File: src/common/dcf_pkg.sv
package dcf_pkg;
    localparam logic [4:0]  DCF_ADDR        = 5'h14;
    localparam int          DCF_W           = 22;
    localparam logic [21:0] DCF_RESET_VAL   = 22'h14a000;
    localparam int          DCF_FAULT_BIT   = 21;
    localparam int          DCF_ADDR_LSB    = 16;
    localparam int          DCF_CAL_BIT     = 15;
    localparam int          DCF_SLEW_BIT    = 14;
    localparam int          DCF_RST_BIT     = 13;
    localparam int          DCF_LATCH_BIT   = 8;
    localparam int          DCF_SYNC_STAGES = 2;

    // Register access strobe from the serial frame decoder
    typedef struct packed {
        logic        wr;
        logic        rd;
        logic [4:0]  addr;
        logic [21:0] wdata;
    } dcf_access_t;
endpackage

File: src/dcf_status.sv
`timescale 1ns/10ps
// How it works
// - Register sits at address 0x14, resets to 0x14A000.
// - Sticky flags hold until host writes one; then update to present.
// - Flags whose enable bit is cleared read as zero.
// - Bit 21 returns live fault pin level, never latched.
// - Calibration-pending bit 15 reads one from power-up until refresh.
// - Write changing output span starts refresh and sets pending flag.
// - Calibration-pending flag is read-only, clears when refresh finishes.
// - Bit 14 is one while output slews, self-clears, resets zero.
// - Restart flag bit 13 set by any reset, cleared by writing one.
// - Bit 8 set on latch mismatch, cleared by writing one.
// - Bits 20 to 16 of readback hold the register address.
module dcf_status
    import dcf_pkg::*;
(
    // Clock and reset
    input  wire logic              sys_clk,
    input  wire logic              sys_rst,
    // Register access
    input  wire dcf_access_t       acc,
    output logic [DCF_W-1:0]       rdata,
    output logic                   rvalid,
    // Span change and refresh handshake
    input  wire logic              span_change,
    input  wire logic              refresh_done,
    output logic                   refresh_start,
    // Status inputs
    input  wire logic              slewing,
    input  wire logic              latch_mismatch,
    input  wire logic              latch_check_en,
    input  wire logic              fault_pin
);
    logic             fault_s;
    logic             cal_pending;
    logic             restart_flag;
    logic             latch_flag;
    logic             wr_hit;
    logic             rd_hit;
    logic [DCF_W-1:0] view;

    // Fault pin arrives from outside the clock domain
    dcf_sync #(.W(1)) u_fault_sync (
        .sys_clk (sys_clk),
        .sys_rst (sys_rst),
        .d       (fault_pin),
        .q       (fault_s)
    );

    assign wr_hit = acc.wr && (acc.addr == DCF_ADDR);
    assign rd_hit = acc.rd && (acc.addr == DCF_ADDR);

    // Calibration pending; span change wins since a new span restarts it
    always_ff @(posedge sys_clk) begin
        if (sys_rst) begin
            cal_pending   <= DCF_RESET_VAL[DCF_CAL_BIT];
            refresh_start <= 1'b0;
        end else begin
            refresh_start <= span_change;
            if (span_change)
                cal_pending <= 1'b1;
            else if (refresh_done)
                cal_pending <= 1'b0;
        end
    end

    // Restart flag: write-one-to-clear, present condition is no reset
    always_ff @(posedge sys_clk) begin
        if (sys_rst)
            restart_flag <= DCF_RESET_VAL[DCF_RST_BIT];
        else if (wr_hit && acc.wdata[DCF_RST_BIT])
            restart_flag <= 1'b0;
    end

    // Latch mismatch: sticky; set wins over clear, update on write-one
    always_ff @(posedge sys_clk) begin
        if (sys_rst)
            latch_flag <= DCF_RESET_VAL[DCF_LATCH_BIT];
        else if (latch_mismatch && latch_check_en)
            latch_flag <= 1'b1;
        else if (wr_hit && acc.wdata[DCF_LATCH_BIT])
            latch_flag <= 1'b0;
    end

    always_comb begin
        view                     = '0;
        view[DCF_FAULT_BIT]      = fault_s;
        view[DCF_ADDR_LSB +: 5]  = DCF_ADDR;
        view[DCF_CAL_BIT]        = cal_pending;
        view[DCF_SLEW_BIT]       = slewing;
        view[DCF_RST_BIT]        = restart_flag;
        view[DCF_LATCH_BIT]      = latch_flag && latch_check_en;
    end

    // Readback one cycle after the read strobe
    always_ff @(posedge sys_clk) begin
        if (sys_rst) begin
            rdata  <= DCF_RESET_VAL;
            rvalid <= 1'b0;
        end else begin
            rvalid <= rd_hit;
            if (rd_hit)
                rdata <= view;
        end
    end

    // Calibration refresh tracking
    cal_set_a: assert property (
        @(posedge sys_clk) disable iff (sys_rst)
        span_change |=> cal_pending && refresh_start)
        else $error("span change did not set pending");

    cal_clr_a: assert property (
        @(posedge sys_clk) disable iff (sys_rst)
        refresh_done && !span_change |=> !cal_pending)
        else $error("pending not cleared by refresh");

    cal_hold_a: assert property (
        @(posedge sys_clk) disable iff (sys_rst)
        !refresh_done && !span_change && cal_pending |=> cal_pending)
        else $error("pending dropped early");

    start_only_a: assert property (
        @(posedge sys_clk) disable iff (sys_rst)
        !span_change |=> !refresh_start)
        else $error("refresh started without span change");

    // Restart flag; a reset is its only source
    restart_hold_a: assert property (
        @(posedge sys_clk) disable iff (sys_rst)
        !(wr_hit && acc.wdata[DCF_RST_BIT]) && restart_flag
        |=> restart_flag)
        else $error("restart flag lost");

    restart_post_a: assert property (
        @(posedge sys_clk)
        sys_rst |=> restart_flag && cal_pending)
        else $error("reset did not set flags");

    restart_clr_a: assert property (
        @(posedge sys_clk) disable iff (sys_rst)
        wr_hit && acc.wdata[DCF_RST_BIT] |=> !restart_flag)
        else $error("restart flag not cleared");

    // Latch mismatch flag
    latch_set_a: assert property (
        @(posedge sys_clk) disable iff (sys_rst)
        latch_mismatch && latch_check_en |=> latch_flag)
        else $error("latch mismatch not flagged");

    latch_w1c_a: assert property (
        @(posedge sys_clk) disable iff (sys_rst)
        wr_hit && acc.wdata[DCF_LATCH_BIT] && !latch_mismatch
        |=> !latch_flag)
        else $error("latch flag not cleared");

    latch_hold_a: assert property (
        @(posedge sys_clk) disable iff (sys_rst)
        !(wr_hit && acc.wdata[DCF_LATCH_BIT]) && latch_flag |=> latch_flag)
        else $error("latch flag dropped without clear");

    latch_off_a: assert property (
        @(posedge sys_clk) disable iff (sys_rst)
        !latch_check_en && !latch_flag |=> !latch_flag)
        else $error("disabled check raised its flag");

    // Readback word and its handshake
    read_view_a: assert property (
        @(posedge sys_clk) disable iff (sys_rst)
        rd_hit |=> rvalid
        && rdata[20:16] == DCF_ADDR && rdata[12:9] == 4'h0
        && rdata[7] == 1'b0
        && rdata[DCF_SLEW_BIT] == $past(slewing))
        else $error("readback word malformed");

    read_en_a: assert property (
        @(posedge sys_clk) disable iff (sys_rst)
        rd_hit && !latch_check_en |=> !rdata[DCF_LATCH_BIT])
        else $error("disabled flag read nonzero");

    fault_live_a: assert property (
        @(posedge sys_clk) disable iff (sys_rst)
        rd_hit |=> rdata[DCF_FAULT_BIT] == $past(fault_s))
        else $error("fault bit not live");

    read_cal_a: assert property (
        @(posedge sys_clk) disable iff (sys_rst)
        rd_hit |=> rdata[DCF_CAL_BIT] == $past(cal_pending))
        else $error("pending bit misplaced");

    read_rst_a: assert property (
        @(posedge sys_clk) disable iff (sys_rst)
        rd_hit |=> rdata[DCF_RST_BIT] == $past(restart_flag))
        else $error("restart bit misplaced");

    read_latch_a: assert property (
        @(posedge sys_clk) disable iff (sys_rst)
        rd_hit && latch_check_en
        |=> rdata[DCF_LATCH_BIT] == $past(latch_flag))
        else $error("latch bit misplaced");

    rvalid_only_a: assert property (
        @(posedge sys_clk) disable iff (sys_rst)
        !rd_hit |=> !rvalid)
        else $error("readback without accepted read");

    rdata_hold_a: assert property (
        @(posedge sys_clk) disable iff (sys_rst)
        !rd_hit |=> $stable(rdata))
        else $error("readback word changed without read");

    // Main scenarios
    span_c: cover property (@(posedge sys_clk) disable iff (sys_rst)
        span_change ##[1:50] !cal_pending);
    w1c_c: cover property (@(posedge sys_clk) disable iff (sys_rst)
        restart_flag ##1 !restart_flag);
    latch_c: cover property (@(posedge sys_clk) disable iff (sys_rst)
        latch_flag ##1 !latch_flag);
    race_c: cover property (@(posedge sys_clk) disable iff (sys_rst)
        latch_mismatch && latch_check_en
        && wr_hit && acc.wdata[DCF_LATCH_BIT] ##1 latch_flag);
    read_c: cover property (@(posedge sys_clk) disable iff (sys_rst)
        rd_hit ##1 rvalid);
endmodule

File: src/dcf_sync.sv
`timescale 1ns/10ps
module dcf_sync #(
    parameter int W = 1
) (
    input  wire logic         sys_clk,
    input  wire logic         sys_rst,
    input  wire logic [W-1:0] d,
    output logic      [W-1:0] q
);
    logic [W-1:0] meta;

    always_ff @(posedge sys_clk) begin
        if (sys_rst) begin
            meta <= '0;
            q    <= '0;
        end else begin
            meta <= d;
            q    <= meta;
        end
    end
endmodule

File: config.mk
export PLATFORM = sky130hd
export DESIGN_NAME = dcf_status
export DESIGN_NICKNAME = d
export VERILOG_FILES = /design/src/common/dcf_pkg.sv /design/src/dcf_status.sv /design/src/dcf_sync.sv
export SDC_FILE = /design/constraint.sdc
export NUM_CORES = 1
export LEC_CHECK = 0
export ABC_CLOCK_PERIOD_IN_PS = 1400
export BUFFER_PORTS_ARGS = -buffer_cell sky130_fd_sc_hd__buf_2
export CAP_MARGIN = 5
export CORE_MARGIN = 2
export CORE_UTILIZATION = 32
export DETAILED_ROUTE_END_ITERATION = 10
export GPL_TIMING_DRIVEN = 0
export PLACE_DENSITY_LB_ADDON = 0.08
export SYNTH_ARGS = -nofsm -noshare
export SYNTH_HDL_FRONTEND = slang
export SYNTH_SLANG_ARGS = --single-unit
export TNS_END_PERCENT = 100
File: constraint.sdc
create_clock -name sys_clk -period 1.4 [get_ports sys_clk]
set_input_delay 0.28 -clock sys_clk [delete_from_list [all_inputs] [get_ports sys_clk]]
set_output_delay 0.28 -clock sys_clk [all_outputs]
set_load 0.005 [all_outputs]
# Word-level counts from Yosys, hierarchy flattened
# Cells that the tools add are included.
# Widths: inputs -> output; s select.
# op_classes
muxes,2
reduce_logical,8
n_eq_ne,1
# op_table
cell,n
$logic_and 1x1->1,6
$eq 5x5->1 const B,1
$mux 1,2
$reduce_bool 2->1,1
$reduce_or 2->1,1
# totals
output_inout_bits,24
register_bits,12
wordCells,19

# Depth between registers and ports, before layout
# Gate-level depths: netlist of the first run.
# logic_depth
word_depth,5
ltp_mapped,3
mapped_depth_nobuf,3

# Modules after synthesis
# Synthesis of the first run repeated with hierarchy kept, for this count alone.
# hier_totals
cells_unflattened,65
area_unflattened_um2,591.8
# modules_own_cells
module,cells_per_inst,seq_area_each_um2,area_per_inst_um2,instances
dcf_status,61,200.2,539.3,1
dcf_sync,4,40.0,52.6,1

# Least setup slack after synthesis of the first run
# No wires, ideal clock.
# synth_path
kind,in2reg
startpoint,input port acc[23] in the netlist's numbering
endpoint,register rdata[15]
path_slack_ps,268
required_ps,1269
setup_ps,131
t_arrival_ps,1001
stages,3
path_buffers,0
cell_sequence,or3b_4 -> o31ai_1 -> o211ai_1
# synth_via
elab_chain_cells,2
# synth_rtl
element,line,rtl
"start, declared",dcf_status.sv:21,"input wire dcf_access_t acc,"
$eq 5x5->1,dcf_status.sv:51,assign rd_hit = acc.rd && (acc.addr == DCF_ADDR);
$logic_and 1x1->1,dcf_status.sv:51,
"end signal, assigned",dcf_status.sv:103,rdata <= view;
"end, declared",dcf_status.sv:22,"output logic [DCF_W-1:0] rdata,"
# Every way passes these cells.
# A chain may end at the register's enable or synchronous reset.

# Worst setup path after layout of the first run
# Ends and elaborated chain as after synthesis.

==> flow_summary.json, run 1 <==
{
  "outcome": "finished, final reports clean",
  "internal_power_uw": 567,
  "tns_ps": 0,
  "max-cap-violations": 0,
  "root_buffer": "clkbuf_4",
  "synthTopCellsByCount": "17 x buf_4, 12 x dfxtp_1, 4 x nor2_1, 4 x nor2b_1",
  "cts_setup_buffers": 0,
  "cts_sinks": 12,
  "grt_max_degree": 11,
  "power_frac_seq_pct": 48.9,
  "fp.dieH_um": 47.0,
  "cts_max_level": 1,
  "wl_per_cell_um": 8.25,
  "synth-warning-count": 0,
  "fillCellCount": 180,
  "syn_area_per_cell_sq_um": 9.10,
  "ctsResizeCount": 0,
  "ir_drop_v": 0.000542,
  "holdCritPathClass": "input port to flop",
  "combPwrFrac_pct": 14.6,
  "yosysUniqueCellTypes": 24,
  "drt-vias-per-instance": 4.02,
  "hold_ws_ps": 186,
  "cts_tree": "yes",
  "crit_type": "input port to flop",
  "start_util_pct": 34.3,
  "p_switching_uw": 153,
  "row_count": 15,
  "netlist_top_cells_area": "dfxtp_1 41%, buf_4 22%, nor2b_1 4.2%",
  "clk_path_buf_depth": 2,
  "grt_util_met2_pct": 17.0,
  "gr-usage-met1_pct": 12.1,
  "core_sq_um": 1730,
  "routabilityCongestion": 0.710,
  "detail-route-antenna-nets": 0,
  "period_minus_slack_ps": 1030,
  "area_growth_pct": 40.4,
  "antenna_found_initial": 0,
  "finalMaxSlewViolations": 0,
  "setup.worst_path.start_class": "input port",
  "grt_pass1_wl_um": 1610,
  "fin_crit_sh_pct": 73.8,
  "synth_area_sq_um": 592,
  "drtIter0Drc": 11,
  "p_clk_share_pct": 36.5,
  "num_vias": 531,
  "cts_buffers": 3,
  "antennaDiodeCount": 0,
  "crit_arrival_ps": 1180,
  "finalWirelength_um": 1090,
  "async_reset_ff_share_pct": 0,
  "crit_fanout": 4,
  "io_pins": 61,
  "grt_util_met3_pct": 5.77,
  "rsz0062_at_grt": "false",
  "overflow": 0,
  "power_density_nw_per_um2": 866,
  "grt_pass1_vias": 413,
  "cts_hold_buf": 0,
  "p_sw_share_pct": 21.3,
  "synth_flop_cell": "dfxtp_1",
  "gr-usage-all-layers_pct": 10.7,
  "critPathCaptureType": "flop",
  "finalClockSkew_ps": 0.138,
  "die_w_um": 47.0,
  "top_usage_layer": "met2",
  "ys_ff_latch": 12,
  "setup_viol": 0,
  "fin_nets": 145,
  "yosysMostFrequentCell": "buf_4",
  "post-place-cells": 128,
  "p_leak_uw": 0.000436,
  "yosysTopAreaCell": "dfxtp_1",
  "io_buffers": 23,
  "synthCells": 65,
  "drc": 0,
  "die_area_sq_um": 2210,
  "max_clock_freq_mhz": 968,
  "fin_cells": 132,
  "drive_above_1_share_pct": 43.9,
  "synth_seq_area_share_pct": 40.6,
  "synth_top_area_share_pct": 40.6,
  "synth_edf_count": 0,
  "hold_viol": 0,
  "firstDrtPassIters": 4,
  "insertion_delay_ps": 260,
  "clk_pin_slew_ps": 70,
  "cp.required_ps": 1550
}
worst max-delay path, cell delays in order:
cell      delay, ps
buf_2           110
or3b_4          420
o31ai_1         250
o211ai_1        120
final timing paths:
| kind | startpoint | depth (start not counted) | slack [ps] | end |
|---|---|---|---|---|
| min reg2reg | u_fault_sync.meta$_SDFF_PP0_ | 1 | 440 | u_fault_sync.q$_SDFF_PP0_ |
| max reg2reg | latch_flag$_SDFFE_PP0P_ | 3 | 660 | rdata[8]$_SDFFE_PP0P_ |
| min | refresh_done | 2 | 190 | cal_pending$_SDFFE_PP1P_ |
| max | acc[23] | 4 | 370 | rdata[15]$_SDFFE_PP1P_ |
routing by layer:
| metal | up-vias | share of wire (%) |
|---|---|---|
| met3 | 2 | 13 |
| met4 | 0 | 1.1 |
| met2 | 29 | 45 |
| met1 | 227 | 40 |
| met5 | - | 0 |
| li1 | 273 | - |
per-stage QoR:
stage	area, sq um	util (%)	power [uW]	setup slack [ps]
6_report	831	48.1	720	367
5_1_grt	831	48.1	767	310
4_1_cts	831	48.1	732	373
3_5_place_dp	795	46.0	464	96.6
3_3_place_gp	795	46.0	463	91.9
2_1_floorplan	648	-	430	268
power by group through the flow:
stage / clock, uW / sequential, uW / combinational, uW
floorplan: 0 / 360 / 70.1
global placement: 0 / 360 / 103
detailed placement: 0 / 360 / 104
CTS: 276 / 352 / 104
global route: 294 / 353 / 120
finish: 263 / 352 / 105
cell families after synthesis:
logic type | synth area share, %
flops | 40.6
simple gates | 19.9
mux | 1.69
compound gates | 12.5
other cells | 1.27
buf+inv | 24.1
cell usage in the layout (no fill, tap or decap), drive strengths merged, types with 2 or more instances in the layout:
cell    count
buf        40
conb       17
dfxtp      12
clkbuf      5
nor2b       4
nor2        4
inv         3
a21oi       3
o31ai       3
nand4       2
registers in the layout, indices dropped and copies added (netlist names):
register           count
cal_pending            1
u_fault_sync.q         1
rvalid                 1
refresh_start          1
latch_flag             1
rdata                  5
restart_flag           1
u_fault_sync.meta      1
final cells by class:
| type | instances | area, sq um | share of cell area, % |
|---|---|---|---|
| buffer | 18 | 131 | 15.8 |
| timing repair buffer | 23 | 115 | 13.9 |
| multi-input combinational | 47 | 265 | 31.9 |
| sequential | 12 | 240 | 28.9 |
| inverter | 3 | 11.3 | 1.36 |
| tap | 25 | 31.3 | 3.77 |
| clock buffer | 4 | 36.3 | 4.37 |
No activity file was read; power rests on OpenSTA's default activity.
==> run 2: changes to the inputs <==
ABC_AREA = 1   (was unset)
ABC_CLOCK_PERIOD_IN_PS = 1000   (was 1400)
clock period = 1 ns   (was 1.4 ns; I/O delays follow)
==> flow_summary.json, run 2 <==
{
  "outcome": "finished, final reports clean",
  "wl_per_cell_um": 7.15,
  "root_buffer": "clkbuf_4",
  "tns_ps": 0,
  "core_sq_um": 1710,
  "antennaDiodeCount": 0,
  "gr-usage-all-layers_pct": 9.94,
  "path_delay_family": "flip-flops",
  "gr-usage-met1_pct": 9.95,
  "area_growth_pct": 39.1,
  "ir_drop_v": 0.000725,
  "r2r-end": "rdata[21]$_SDFFE_PP0P_",
  "cts_setup_buffers": 0,
  "syn_area_per_cell_sq_um": 8.22,
  "power_frac_seq_pct": 54.4,
  "setup_ws_ps": 92.3,
  "cpPeakStageDelay_ps": 330,
  "drc": 0,
  "hold_viol": 0,
  "layout_commonest_cell": "buf_2",
  "path_cells": "buf_2",
  "period_minus_slack_ps": 908,
  "yosysMostFrequentCell": "buf_4",
  "holdCritPathClass": "input port to flop",
  "synthTopCellsByCount": "17 x buf_4, 12 x dfxtp_1, 8 x inv_1, 8 x nand2_1, 7 x nor2_1",
  "ff2ff_path_depth": 2,
  "largest-register": "rdata",
  "cp.buffers_inverters": 1,
  "synth_edf_count": 0,
  "synth_area_sq_um": 576,
  "ctsResizeCount": 0,
  "fp.dieH_um": 46.4,
  "antenna_found_initial": 0,
  "start_util_pct": 33.7,
  "clk_path_buf_depth": 2,
  "synth_flop_cell": "dfxtp_1",
  "p_clk_share_pct": 30.5,
  "p_leak_uw": 0.000473,
  "largest_register_ffs": 5,
  "grt_max_degree": 9,
  "async_reset_ff_share_pct": 0,
  "synth_seq_area_share_pct": 41.7,
  "io_pins": 61,
  "max_clock_freq_mhz": 1100,
  "finalMaxSlewViolations": 0,
  "p_sw_share_pct": 22.2,
  "combPwrFrac_pct": 15.1,
  "cts_max_level": 1,
  "yosysTopAreaCell": "dfxtp_1",
  "cts_sinks": 12,
  "die_w_um": 46.4,
  "fin_crit_sh_pct": 90.8,
  "setup_viol": 0,
  "cts_buffers": 3,
  "io_buffers": 23,
  "r2r_start": "u_fault_sync.q$_SDFF_PP0_",
  "overflow": 0,
  "fin_nets": 150,
  "r2r_setup_slack_ps": 400,
  "holdPathStages": 3,
  "grt_pass1_vias": 375,
  "routabilityCongestion": 0.645,
  "rsz0062_at_grt": "false",
  "min_from": "fault_pin",
  "max-cap-violations": 0,
  "drt-vias-per-instance": 3.40,
  "num_vias": 462,
  "most-common-layout-cells": "23 x buf_2, 17 x buf_4, 17 x conb_1, 12 x dfxtp_1",
  "cp.required_ps": 800,
  "grt_pass1_wl_um": 1440,
  "setup.worst_path.start_class": "flop",
  "power_uw": 910,
  "clk_pin_slew_ps": 60,
  "internal_power_uw": 708,
  "crit_arrival_ps": 710,
  "fillCellCount": 183,
  "holdPathEnd": "u_fault_sync.meta$_SDFF_PP0_",
  "cts_tree": "yes",
  "drtIter0Drc": 6,
  "drive_above_1_share_pct": 45.0,
  "place_hpwl_um": 804,
  "synth_top_area_share_pct": 41.7,
  "netlist_top_cells_area": "dfxtp_1 42%, buf_4 22%, inv_1 5.2%",
  "crit_fanout": 2,
  "yosysUniqueCellTypes": 15,
  "grt_util_met2_pct": 15.3,
  "firstDrtPassIters": 4,
  "dp_slack_ps": 15.3,
  "finalWirelength_um": 973,
  "grt_util_met3_pct": 7.45,
  "crit_type": "flop to primary output",
  "synth-warning-count": 0,
  "top_usage_layer": "met2",
  "row_count": 15,
  "p_switching_uw": 202,
  "detail-route-antenna-nets": 0,
  "critPathCaptureType": "primary output",
  "slowest_stage": "dfxtp_1",
  "finalClockSkew_ps": 0.722,
  "cts_hold_buf": 0,
  "die_area_sq_um": 2150,
  "ys_ff_latch": 12,
  "insertion_delay_ps": 260,
  "synthCells": 70,
  "power_density_nw_per_um2": 1140
}
run 2: layout make-up:
type	count	area, sq um	area share, %
well taps	25	31.3	3.91
multi-input cells	47	230	28.8
inverters	9	33.8	4.22
repair buffers	23	115	14.4
flip-flops and latches	12	240	30.0
plain buffers	17	128	15.9
clock buffers	3	22.5	2.81
run 2: metrics by stage:
stage | utilization (%) | area [sq um] | instances | hold WS (ps)
floorplan | - | 632 | 85 | 269
global placement | 45.6 | 778 | 133 | 390
detailed placement | 45.6 | 778 | 133 | 396
CTS | 46.9 | 801 | 136 | 134
global route | 46.9 | 801 | 136 | 144
finish | 46.9 | 801 | 136 | 139
run 2: cells by family (layout without fill, tap and decap cells):
group,after synthesis,in the layout,share of synthesized area (%)
AO/OA/AOI/OAI,5,5,5.22
buffers and inverters,26,52,28.0
flip-flops,12,12,41.7
other,2,17,1.30
AND/OR/NAND/NOR,25,25,23.7
run 2: worst max path at each step:
stage                     cells after the start                     end                  start  slack, ps
after CTS                                     1                rdata[8]  rdata[8]$_SDFFE_PP0P_         80
after global routing                          1                rdata[8]  rdata[8]$_SDFFE_PP0P_         50
after floorplan                               6  rdata[21]$_SDFFE_PP0P_                acc[22]        170
after global placement                        7  rdata[21]$_SDFFE_PP0P_                acc[22]         30
final                                         1                rdata[8]  rdata[8]$_SDFFE_PP0P_         90
after detailed placement                      7  rdata[21]$_SDFFE_PP0P_                acc[22]         20
run 2: layer usage:
metal,vias up,routed length (um)
met5,-,0
met4,0,0
met3,0,98
met2,20,492
met1,180,381
li1,262,-
run 2: power groups by stage:
stage          sequential, uW  combinational [uW]  clock [uW]
2_1_floorplan             507                90.2           0
3_3_place_gp              506                 135           0
3_5_place_dp              506                 136           0
4_1_cts                   495                 136         295
5_1_grt                   496                 158         313
6_report                  495                 137         277
==> run 3: changes to the inputs <==
MAX_ROUTING_LAYER = met4   (was unset)
PLACE_DENSITY_LB_ADDON = 0.2   (was 0.08)
==> flow_summary.json, run 3 (synthesis gave the netlist of run 2 again) <==
{
  "outcome": "finished, final reports clean",
  "drtIter0Drc": 5,
  "grt_pass1_wl_um": 1390,
  "most-common-layout-cells": "23 x buf_2, 17 x buf_4, 17 x conb_1, 12 x dfxtp_1",
  "setup_ws_ps": 83.2,
  "num_vias": 470,
  "crit_type": "flop to primary output",
  "period_minus_slack_ps": 917,
  "finalMaxSlewViolations": 0,
  "cp.required_ps": 800,
  "p_leak_uw": 0.000480,
  "max_clock_freq_mhz": 1090,
  "detail-route-antenna-nets": 0,
  "finalWirelength_um": 950,
  "cp.buffers_inverters": 1,
  "antenna_found_initial": 0,
  "slowest_stage": "dfxtp_1",
  "layout_commonest_cell": "buf_2",
  "ir_drop_v": 0.000821,
  "root_buffer": "clkbuf_4",
  "clk_path_buf_depth": 2,
  "path_delay_family": "flip-flops",
  "start_util_pct": 33.7,
  "wl_per_cell_um": 6.93,
  "fillCellCount": 172,
  "grt_pass1_vias": 371,
  "gr-usage-all-layers_pct": 9.57,
  "antennaDiodeCount": 0,
  "grt_util_met3_pct": 3.53,
  "cts_setup_buffers": 0,
  "area_growth_pct": 41.5,
  "cpPeakStageDelay_ps": 340,
  "insertion_delay_ps": 260,
  "rsz0062_at_grt": "false",
  "die_w_um": 46.4,
  "largest_register_ffs": 5,
  "cts_hold_buf": 0,
  "finalClockSkew_ps": 5.71,
  "power_uw": 1000,
  "clk_pin_slew_ps": 70,
  "cts_tree": "yes",
  "hold_viol": 0,
  "tns_ps": 0,
  "drive_above_1_share_pct": 45.5,
  "path_cells": "buf_2",
  "ctsResizeCount": 0,
  "setup.worst_path.start_class": "flop",
  "drc": 0,
  "dp_slack_ps": 16.2,
  "gr-usage-met1_pct": 11.1,
  "cts_sinks": 12,
  "io_buffers": 23,
  "routabilityCongestion": 0.632,
  "fin_nets": 150,
  "power_density_nw_per_um2": 1230,
  "core_sq_um": 1710,
  "io_pins": 61,
  "final_util_pct": 47.7,
  "fp.dieH_um": 46.4,
  "overflow": 0,
  "firstDrtPassIters": 4,
  "critPathCaptureType": "primary output",
  "cts_max_level": 1,
  "max-cap-violations": 0,
  "grt_max_degree": 9,
  "drt-vias-per-instance": 3.43,
  "row_count": 15,
  "crit_fanout": 2,
  "largest-register": "rdata",
  "holdCritPathClass": "input port to flop",
  "fin_crit_sh_pct": 91.7,
  "setup_viol": 0,
  "grt_util_met2_pct": 14.2,
  "top_usage_layer": "met2",
  "crit_arrival_ps": 720,
  "die_area_sq_um": 2150,
  "cts_buffers": 3
}
## run 3: cell types whose count changed in the layout (fill, tap and decap cells not counted), sizes merged
cell | before | now
clkbuf | 3 | 4
## run 3: routing by layer
metal  vias to the layer above  part of all wire (%)
met3                         0                    11
met2                        24                    45
li1                        262                     -
met1                       184                    43
met5                         -                     0
met4                         0                     0
## run 3: final timing paths
check | start | to | slack, ps | cells after the start
max | rdata[8]$_SDFFE_PP0P_ | rdata[8] | 80 | 1
min | fault_pin | u_fault_sync.meta$_SDFF_PP0_ | 140 | 3
max reg2reg | u_fault_sync.q$_SDFF_PP0_ | rdata[21]$_SDFFE_PP0P_ | 400 | 2
min reg2reg | u_fault_sync.meta$_SDFF_PP0_ | u_fault_sync.q$_SDFF_PP0_ | 400 | 2
## run 3: area by class of cell
class	instances	area, sq um	share of cell area [%]
Tap cell	25	31.3	3.84
Buffer	17	128	15.7
Timing Repair Buffer	23	115	14.1
Inverter	9	33.8	4.15
Sequential cell	12	240	29.5
Multi-Input combinational cell	47	230	28.3
Clock buffer	4	36.3	4.45
## run 3: per-stage QoR
stage	instances	hold WS (ps)	area (sq um)
2_1_floorplan	85	269	632
3_3_place_gp	133	395	778
3_5_place_dp	133	402	778
4_1_cts	137	132	815
5_1_grt	137	129	815
6_report	137	138	815
## run 3: power by group
part | leakage (uW) | internal, uW | total (uW) | switching, uW
Combinational | 0.000361 | 77.8 | 137 | 59.6
Sequential | 0.0000980 | 491 | 495 | 4.61
Clock | 0.0000210 | 221 | 371 | 150
